[src/design/wake_source_regs.vh]
`ifndef WAKE_SOURCE_REGS_VH
`define WAKE_SOURCE_REGS_VH
// ----------------------------------------
// register indices on the parallel register port
// ----------------------------------------
`define IDX_WAKE_PIN_CONFIG 2'h0
`define IDX_WAKE_PIN_ENABLE 2'h1
`define IDX_WAKE_PIN_FLAGS 2'h2
`define IDX_WAKE_SOURCE_ENABLE 2'h3
// ----------------------------------------
// field positions
// ----------------------------------------
`define POL_A_LO 2
`define POL_B_LO 4
`define POL_HV_LO 6
`define DGL_A_BIT 9
`define DGL_B_BIT 10
`define DGL_HV_BIT 11
`define CAP_A_LO 2
`define CAP_B_LO 4
`define CAP_HV_LO 6
`define CAP_BUS_LO 0
`define CAP_TMR_LO 4
`define FLG_A_BIT 1
`define FLG_B_BIT 2
`define FLG_HV_BIT 5
// ----------------------------------------
// writable masks and reset values
// ----------------------------------------
`define CFG_MASK 16'h0EFC
`define EN_MASK 16'h00FC
`define FLG_MASK 16'h0026
`define SRC_MASK 16'h0033
`define CFG_RESET 16'h0004
`define EN_RESET 16'h0054
`define SRC_RESET 16'h0001
// ----------------------------------------
// encodings
// ----------------------------------------
`define POL_OFF 2'h0
`define POL_HIGH 2'h1
`define POL_LOW 2'h2
`define POL_MODE 2'h3
`define CAP_WAKE_BIT 0
`define CAP_INT_BIT 1
// ----------------------------------------
// deglitch timing at 25 MHz
// ----------------------------------------
// 15 us and 65 us in clock cycles
`define DGL_SHORT_CYC 11'h177
`define DGL_LONG_CYC 11'h659
`define DGL_CNT_W 11
`endif

[src/design/wake_source_config_regs.v]
// Function
// pin a polarity: off, high, low, reserved
// pin b polarity at bits 4-5
// hv io polarity, code 11 mode wake
// pin a deglitch 15 or 65 us
// pin b deglitch select bit 10
// hv io deglitch select bit 11
// pin a capability none/wake/int/both
// pin b capability at bits 4-5
// hv io capability at bits 6-7
// bus capability at bits 0-1
// timer capability at bits 4-5
// capabilities default on reset or fail-safe
// pin a level wake flag bit 1
// pin b level wake flag bit 2
// hv io level wake flag bit 5
// flags clear on reset or low-power entry; the code clears them on reset or wake_flags_clear_all, not on low-power entry
// wake needs polarity match and capability
// unused bits read zero, ignore writes
`timescale 1ns/1ps
`default_nettype none
`include "wake_source_regs.vh"
module wake_source_config_regs (
	input wire clock,
	input wire reset,
	input wire reg_write,
	input wire [1:0] reg_index,
	input wire [15:0] reg_wdata,
	output reg [15:0] reg_rdata,
	input wire fail_safe_entry,
	input wire wake_flags_clear_all,
	input wire low_power,
	input wire mode_wake_sel,
	input wire [2:0] wake_pin_in,
	input wire bus_wake_event,
	input wire timer_wake_event,
	output reg [2:0] pin_wake_req,
	output reg [2:0] pin_int_req,
	output reg [2:0] pin_comparator_on,
	output reg bus_wake_req,
	output reg bus_int_req,
	output reg timer_wake_req,
	output reg timer_int_req
);
// ----------------------------------------
// registers
// ----------------------------------------
reg [15:0] cfg_q;
reg [15:0] en_q;
reg [15:0] flg_q;
reg [15:0] src_q;
reg [15:0] cfg_d;
reg [15:0] en_d;
reg [15:0] flg_d;
reg [15:0] src_d;
reg [15:0] rdata_d;

wire [2:0] level_hit;
wire [2:0] wake_hit;
wire [2:0] int_hit;
wire [2:0] comp_keep;

wire [5:0] pol_v;
wire [5:0] cap_v;
wire [2:0] dgl_v;

wire wr_cfg;
wire wr_en;
wire wr_src;
wire reload_caps;

wire flag_clear;
wire [2:0] flag_set;

wire bus_cap_wake;
wire bus_cap_int;
wire timer_cap_wake;
wire timer_cap_int;

wire [15:0] cfg_view;
wire [15:0] en_view;
wire [15:0] flg_view;
wire [15:0] src_view;

// ----------------------------------------
// write decode
// ----------------------------------------
// the flags register has no strobe, so host writes to it are dropped
assign wr_cfg = reg_write && (reg_index == `IDX_WAKE_PIN_CONFIG);
assign wr_en = reg_write && (reg_index == `IDX_WAKE_PIN_ENABLE);
assign wr_src = reg_write && (reg_index == `IDX_WAKE_SOURCE_ENABLE);

// fail-safe entry outranks a host write in the same cycle
assign reload_caps = reset || fail_safe_entry;

// ----------------------------------------
// configuration fields
// ----------------------------------------
wire [1:0] pin_a_polarity;
wire [1:0] pin_b_polarity;
wire [1:0] hv_io_polarity;

wire pin_a_deglitch_sel;
wire pin_b_deglitch_sel;
wire hv_io_deglitch_sel;

wire [1:0] pin_a_capability;
wire [1:0] pin_b_capability;
wire [1:0] hv_io_capability;

wire [1:0] bus_wake_capability;
wire [1:0] timer_wake_capability;

assign pin_a_polarity = cfg_q[`POL_A_LO+1:`POL_A_LO];
assign pin_b_polarity = cfg_q[`POL_B_LO+1:`POL_B_LO];
assign hv_io_polarity = cfg_q[`POL_HV_LO+1:`POL_HV_LO];

assign pin_a_deglitch_sel = cfg_q[`DGL_A_BIT];
assign pin_b_deglitch_sel = cfg_q[`DGL_B_BIT];
assign hv_io_deglitch_sel = cfg_q[`DGL_HV_BIT];

assign pin_a_capability = en_q[`CAP_A_LO+1:`CAP_A_LO];
assign pin_b_capability = en_q[`CAP_B_LO+1:`CAP_B_LO];
assign hv_io_capability = en_q[`CAP_HV_LO+1:`CAP_HV_LO];

assign bus_wake_capability = src_q[`CAP_BUS_LO+1:`CAP_BUS_LO];
assign timer_wake_capability = src_q[`CAP_TMR_LO+1:`CAP_TMR_LO];

// per pin vectors: index 0 pin a, 1 pin b, 2 hv io
assign pol_v = {hv_io_polarity, pin_b_polarity, pin_a_polarity};
assign cap_v = {hv_io_capability, pin_b_capability, pin_a_capability};
assign dgl_v = {hv_io_deglitch_sel, pin_b_deglitch_sel, pin_a_deglitch_sel};

// ----------------------------------------
// register storage
// ----------------------------------------

always @* begin
	cfg_d = cfg_q;
	if (wr_cfg) begin
		cfg_d = reg_wdata & `CFG_MASK;
	end
end

always @* begin
	en_d = en_q;
	if (wr_en) begin
		en_d = reg_wdata & `EN_MASK;
	end
end

always @* begin
	src_d = src_q;
	if (wr_src) begin
		src_d = reg_wdata & `SRC_MASK;
	end
end

always @(posedge clock) begin
	if (reset) begin
		cfg_q <= `CFG_RESET;
	end else begin
		cfg_q <= cfg_d;
	end
end

always @(posedge clock) begin
	if (reload_caps) begin
		en_q <= `EN_RESET;
	end else begin
		en_q <= en_d;
	end
end

always @(posedge clock) begin
	if (reload_caps) begin
		src_q <= `SRC_RESET;
	end else begin
		src_q <= src_d;
	end
end

// ----------------------------------------
// per pin sync, deglitch and wake decode
// ----------------------------------------
genvar i;
generate
	for (i = 0; i < 3; i = i + 1) begin : g_pin
		reg s1_q;
		reg s2_q;
		reg filt_q;
		reg [`DGL_CNT_W-1:0] cnt_q;
		wire [`DGL_CNT_W-1:0] limit;
		wire [1:0] pol;
		wire [`DGL_CNT_W-1:0] last;
		wire mode_hit;

		assign pol = pol_v[2*i+1:2*i];
		assign limit = dgl_v[i] ? `DGL_LONG_CYC : `DGL_SHORT_CYC;
		assign last = limit - 1'b1;

		// two flops before anything reads the asynchronous pin
		always @(posedge clock) begin
			if (reset) begin
				s1_q <= 1'b0;
				s2_q <= 1'b0;
			end else begin
				s1_q <= wake_pin_in[i];
				s2_q <= s1_q;
			end
		end

		// the new level must hold for the whole window before it is taken
		always @(posedge clock) begin
			if (reset) begin
				filt_q <= 1'b0;
				cnt_q <= {`DGL_CNT_W{1'b0}};
			end else if (s2_q == filt_q) begin
				cnt_q <= {`DGL_CNT_W{1'b0}};
			end else if (cnt_q >= last) begin
				filt_q <= s2_q;
				cnt_q <= {`DGL_CNT_W{1'b0}};
			end else begin
				cnt_q <= cnt_q + 1'b1;
			end
		end

		// code 11 is reserved on pins a and b and only wakes the hv io pin
		assign mode_hit = (i == 2) && (pol == `POL_MODE) && mode_wake_sel;
		assign level_hit[i] = (pol == `POL_HIGH && filt_q) ||
			(pol == `POL_LOW && !filt_q) ||
			mode_hit;

		assign wake_hit[i] = level_hit[i] && cap_v[2*i+`CAP_WAKE_BIT];
		assign int_hit[i] = level_hit[i] && cap_v[2*i+`CAP_INT_BIT];
		assign comp_keep[i] = !(low_power && pol == `POL_OFF);
	end
endgenerate

// ----------------------------------------
// pin request outputs
// ----------------------------------------
// registered so the requests are glitch free levels
always @(posedge clock) begin
	if (reset) begin
		pin_wake_req <= 3'h0;
		pin_int_req <= 3'h0;
		pin_comparator_on <= 3'h0;
	end else begin
		pin_wake_req <= wake_hit;
		pin_int_req <= int_hit;
		pin_comparator_on <= comp_keep;
	end
end

// ----------------------------------------
// wake flags
// ----------------------------------------
// a wake in the same cycle as clear-all wins over the clear
assign flag_clear = wake_flags_clear_all;
assign flag_set = pin_wake_req;

always @* begin
	flg_d = flg_q;
	if (flag_clear) begin
		flg_d = 16'h0000;
	end
	if (flag_set[0]) begin
		flg_d[`FLG_A_BIT] = 1'b1;
	end
	if (flag_set[1]) begin
		flg_d[`FLG_B_BIT] = 1'b1;
	end
	if (flag_set[2]) begin
		flg_d[`FLG_HV_BIT] = 1'b1;
	end
	flg_d = flg_d & `FLG_MASK;
end

always @(posedge clock) begin
	if (reset) begin
		flg_q <= 16'h0000;
	end else begin
		flg_q <= flg_d;
	end
end

// ----------------------------------------
// bus and timer sources
// ----------------------------------------
assign bus_cap_wake = bus_wake_capability[`CAP_WAKE_BIT];
assign bus_cap_int = bus_wake_capability[`CAP_INT_BIT];
assign timer_cap_wake = timer_wake_capability[`CAP_WAKE_BIT];
assign timer_cap_int = timer_wake_capability[`CAP_INT_BIT];

always @(posedge clock) begin
	if (reset) begin
		bus_wake_req <= 1'b0;
		bus_int_req <= 1'b0;
	end else begin
		bus_wake_req <= bus_wake_event && bus_cap_wake;
		bus_int_req <= bus_wake_event && bus_cap_int;
	end
end

always @(posedge clock) begin
	if (reset) begin
		timer_wake_req <= 1'b0;
		timer_int_req <= 1'b0;
	end else begin
		timer_wake_req <= timer_wake_event && timer_cap_wake;
		timer_int_req <= timer_wake_event && timer_cap_int;
	end
end

// ----------------------------------------
// read path
// ----------------------------------------
// unused positions always read back as zero
assign cfg_view = cfg_q & `CFG_MASK;
assign en_view = en_q & `EN_MASK;
assign flg_view = flg_q & `FLG_MASK;
assign src_view = src_q & `SRC_MASK;

always @* begin
	case (reg_index)
	`IDX_WAKE_PIN_CONFIG: rdata_d = cfg_view;
	`IDX_WAKE_PIN_ENABLE: rdata_d = en_view;
	`IDX_WAKE_PIN_FLAGS: rdata_d = flg_view;
	`IDX_WAKE_SOURCE_ENABLE: rdata_d = src_view;
	default: rdata_d = 16'h0000;
	endcase
end

// read data lags the index by one clock
always @(posedge clock) begin
	if (reset) begin
		reg_rdata <= 16'h0000;
	end else begin
		reg_rdata <= rdata_d;
	end
end

endmodule
`default_nettype wire

[config.mk]
export PLATFORM = sky130hd
export DESIGN_NAME = wake_source_config_regs
export DESIGN_NICKNAME = d
export VERILOG_FILES = /design/src/design/wake_source_config_regs.v
export VERILOG_INCLUDE_DIRS = /design/src /design/src/design
export SDC_FILE = /design/constraint.sdc
export NUM_CORES = 1
export LEC_CHECK = 0
export BUFFER_PORTS_ARGS = -buffer_cell sky130_fd_sc_hd__buf_2
export CORE_MARGIN = 2
export CORE_UTILIZATION = 41
export CTS_CLUSTER_DIAMETER = 80
export DETAILED_ROUTE_END_ITERATION = 12
export PLACE_DENSITY = 0.59
export RECOVER_POWER = 25
export SLEW_MARGIN = 0
export SYNTH_ARGS = -nofsm -noshare
export SYNTH_HDL_FRONTEND = slang
export SYNTH_SLANG_ARGS = --single-unit
[constraint.sdc]
create_clock -name clock -period 5.14 [get_ports clock]
set_clock_uncertainty 0.15 [all_clocks]
set_input_delay 0.514 -clock clock [delete_from_list [all_inputs] [get_ports clock]]
set_output_delay 0.514 -clock clock [all_outputs]
set_load 0.1 [all_outputs]
; ---- Word level (Yosys, flattened, before mapping)
; Cells that the tools add are included.
[word_totals]
register_bits = 93
latch_bits = 0
ram_bits = 0
rom_bits = 0
out_inout_bits = 29
word_cells = 106
n_memories = 0
[classes]
addsub = 6
multipliers = 0
div_mod_pow = 0
n_lt_le_gt_ge = 3
n_eq_ne = 13
n_shift = 0
mux = 8
n_bitwise = 3
n_reduce_logical = 47
[ops]
columns = op, n
row1 = $pmux 16 s4, 1
row2 = $add 11x1->11 const B, 3
row3 = $ge 11x11->1, 3
row4 = $mux 11, 3
row5 = $sub 11x1->11 const B, 3
row6 = $logic_and 1x1->1, 23
row7 = $eq 2x2->1 const B, 6
row8 = $reduce_or 3->1, 3
row9 = $eq 2x1->1 const B, 4
row10 = $logic_not 2->1, 4
row11 = $logic_not 1->1, 6
row12 = $mux 6, 1
row13 = $reduce_and 2->1, 3
row14 = $reduce_bool 2->1, 3
row15 = $logic_or 1x1->1, 5
row16 = $eq 1x1->1, 3
row17 = $mux 1, 3
row18 = $not 1->1, 3

; ---- Logic depth before layout (Yosys ltp)
[depth]
word_depth = 5
mapped_depth = 8

; ---- Worst setup path before layout
; Ideal clock, no wire load.
[synth_path]
path_type = reg2reg
start = register cfg_q[9]
end = register g_pin[0].cnt_q[10]
setup_ps = 64
arrival_time_ps = 1955
t_required_ps = 4926
path_slack_ps = 2972
path_stages_with_launch = 9
path_cell_list = dfxtp_1 > inv_1 > ha_1 > and3b_1 > o31ai_2 > a211oi_1 > or4_4 > buf_6 > nor2_1
[synth_via]
elab_chain_len = 4
[synth_lines]
columns = item, line
row1 = "start, declared", wake_source_config_regs.v:48  ; reg [15:0] cfg_q;
row2 = "start signal, assigned", wake_source_config_regs.v:161  ; cfg_q <= `CFG_RESET;
row3 = "start signal, assigned", wake_source_config_regs.v:163  ; cfg_q <= cfg_d;
row4 = $mux 11 (no line), -
row5 = $sub 11x1->11, wake_source_config_regs.v:200  ; assign last = limit - 1'b1;
row6 = $ge 11x11->1, wake_source_config_regs.v:220  ; end else if (cnt_q >= last) begin
row7 = $reduce_or 3->1 (no line), -
row8 = "end signal, assigned", wake_source_config_regs.v:219  ; cnt_q <= {`DGL_CNT_W{1'b0}};
row9 = "end signal, assigned", wake_source_config_regs.v:222  ; cnt_q <= {`DGL_CNT_W{1'b0}};
row10 = "end signal, assigned", wake_source_config_regs.v:224  ; cnt_q <= cnt_q + 1'b1;
row11 = "end, declared", wake_source_config_regs.v:192  ; reg [`DGL_CNT_W-1:0] cnt_q;
; Every way passes these cells.
; A chain may end at the register's enable or synchronous reset.

==> metrics <==
cell depth of the worst flop-to-flop path 7; cells resized by post-CTS repair 0; clock sinks 88; Crit path buffers/inverters 1; worst flop-to-flop path endpoint g_pin[1].cnt_q[10]; Min-Delay Path Class in2reg; antenna violations before repair 0; fraction of power consumed by combinational cells 8.6%; final worst path period share 46.7%; portion of total power attributed to the clock network 36.4%; instance count along the most critical hold path 3; share of layout cells above drive strength 1 16.0%; GRT Residual Overflow 0; global router's overall resource usage 15.2%; Longest Clk Path Bufs 2; die area 10000 µm²; status finished with violations; crit path max fanout 48; startpoint class of the critical path primary input; Clock Root Buffer clkbuf_8; power per unit of standard cell area 298 nW/µm²; ys async rst share 0%; internal power component 0.912 mW; flip-flop cell with the highest count after synthesis dfxtp_1; final hold viol count 0; final hold slack 212 ps; part of the power in registers 55.0%; number of standard cells in the final layout excluding fillers 561; element type at the critical path end flop; cell taking the most area after synthesis dfxtp_1; Vias 2716; initial core utilization 41.7%; worst flop-to-flop path startpoint cfg_q[10]; failing checks capacitance limit, slew limit; number of buffers added to fix hold violations after cts 0; number of global-route vias before repair 2679; Hold Path Origin reg_wdata[0]; most used cells in the layout excluding fill and tap cells 88 x dfxtp_1, 72 x nor2_1, 47 x buf_2, 24 x ha_1, 23 x mux2i_1; Reg clk slew, reported paths 100 ps; number of max-slew violations in the final report 49; io pins 59; Post-synth EDFFs 0; post-route cell area 4280 µm²; gate count after technology mapping 400; instance area after placement 4090 µm²; max-slew headroom at the worst pin -31.7%; Avg WL per Cell 12.7 µm; net switching fraction of the power 28.4%; DP Cell Count 545; insertion delay of the later-clocked pin in the worst-skew pair 360 ps; signal arrival time at the worst endpoint 2500 ps; Port Buffers 48; FP Rows 35; setup slack of the most critical reg-to-reg path 2770 ps; number of nets in the final layout 499; Iter 0 DRT Violations 84; DP HPWL 5010 µm; sequential cell area fraction in the yosys report 46.4%; static leakage power 1.81 nW; total power 1.27 mW; die width 100 µm; area delta synth->final 12.7%; die boundary height 100 µm; 1st-pass router iterations 4; number of buffers inserted to repair setup after CTS 0; Sum Neg Setup Slack 0 ps; max-capacitance violation count 1; critical-path cell with the highest stage delay clkbuf_1; Post-DRT Antenna Nets 0; core region area 9110 µm²; final wirelength 7110 µm; top area cells in the synthesized netlist dfxtp_1 46%, ha_1 7.9%, nor2_1 7.1%; Syn Std Cell Area 3800 µm²; kind of cell adding the most delay to the critical path buffers and inverters; net switching power 0.361 mW; number of warnings reported in the yosys synthesis log 0; crit path cell chain clkbuf_1, nor3_1, and2_1; setup repair after global routing missed its margin false; number of register bits inferred by synthesis 88; origin of the worst setup path reset; achievable clock frequency 0.417 GHz; most common library cell in the layout ignoring fill and taps dfxtp_1; area share of the leading cell type in the synthesized netlist 46.4%; Mean Syn Cell Area 9.49 µm²; clock period minus final worst setup slack 2400 ps; Worst-Margin Slew 1980 ps; deepest level of the CTS H-tree 3; final setup violation count 0; cell depth of the worst setup path 3; TritonCTS clock tree done; via density per instance 4.84; CP Class in2reg; endpoint of the worst hold path src_q[0]; number of remaining DRC errors 0; highest ir drop seen on vdd 0.163 mV; maximum number of pins on one net before global-route repair 49; count of distinct cell types in the synthesized netlist 36; CTS buffer count 9; routability congestion estimate from global placement 0.721; number of antenna repair diodes 0; global-route wire length before repair 12200 µm; CP required 5240 ps; highest cell delay on the worst timing path 1380 ps
-- per-layer routing --
| layer | track usage (%) | wire, µm | vias to the layer above |
|---|---|---|---|
| met5 | 0 | 0 | - |
| met4 | 3.16 | 52 | 0 |
| met1 | 19.5 | 3540 | 1235 |
| li1 | - | - | 1432 |
| met2 | 25.0 | 3230 | 44 |
| met3 | 4.87 | 285 | 5 |
-- layout make-up --
type / instances / area, µm²
clock buffers: 9 / 124
clock inverters: 7 / 70.1
repair buffers: 48 / 239
flip-flops and latches: 88 / 1760
fillers: 913 / 4830
multi-input cells: 285 / 1900
well taps: 111 / 139
inverters: 13 / 48.8
-- state kept, by name, indices dropped and copies added (netlist names), 3 cells and up --
register	flops
reg_rdata	11
pin_wake_req	3
cfg_q	9
g_pin.s1_q	3
pin_comparator_on	3
g_pin.s2_q	3
g_pin.filt_q	3
g_pin.cnt_q	33
en_q	6
pin_int_req	3
src_q	4
flg_q	3
-- synthesized netlist by cell type, types with 4 or more instances --
library cell and count:
xor2_1 17, nor3_1 5, dfxtp_1 88, nor2b_1 14
inv_1 13, ha_1 24, nand3b_1 4, nor2_1 72
clkbuf_1 7, and3b_1 7, a21oi_1 18, mux2i_1 23
buf_4 5, a31oi_1 4, and3_1 6, nand3_1 18
o21ai_0 7, nand2_1 17, and2_1 10, xnor2_1 12
-- worst min-delay path, stage by stage --
cell	delay, ps
buf_2	80
mux2i_1	50
nand2_1	60
-- metrics by stage --
step | utilization, % | worst slack (ps)
finish | 47.0 | 2740
global route | 47.0 | 2490
CTS | 47.0 | 2750
detailed placement | 44.9 | 2780
global placement | 44.9 | 2810
floorplan | - | 2970
-- how the worst max path moves through the flow --
stage / endpoint / slack [ps]
after floorplan: g_pin[0].cnt_q[10] / 2970
after global placement: g_pin[0].cnt_q[10] / 2810
after detailed placement: g_pin[2].cnt_q[0] / 2780
after CTS: g_pin[0].cnt_q[3] / 2750
after global routing: reg_rdata[9] / 2490
final: reg_rdata[9] / 2740
-- kinds of logic after synthesis --
family          synth area share [%]
xor+xnor                        6.69
mux                             6.66
simple gates                    21.4
compound gates                  6.69
buf+inv                         4.18
other cells                   0.0988
fa+ha+maj                       7.91
flops                           46.4
-- power by group through the flow --
stage / registers [mW] / clock network, mW / logic (mW)
2_1_floorplan: 0.746 / 0 / 0.0580
6_report: 0.700 / 0.463 / 0.110
5_1_grt: 0.702 / 0.511 / 0.119
3_5_place_dp: 0.716 / 0 / 0.110
4_1_cts: 0.700 / 0.483 / 0.111
3_3_place_gp: 0.716 / 0 / 0.110
Note: power is estimated with default switching activity, not from simulation.
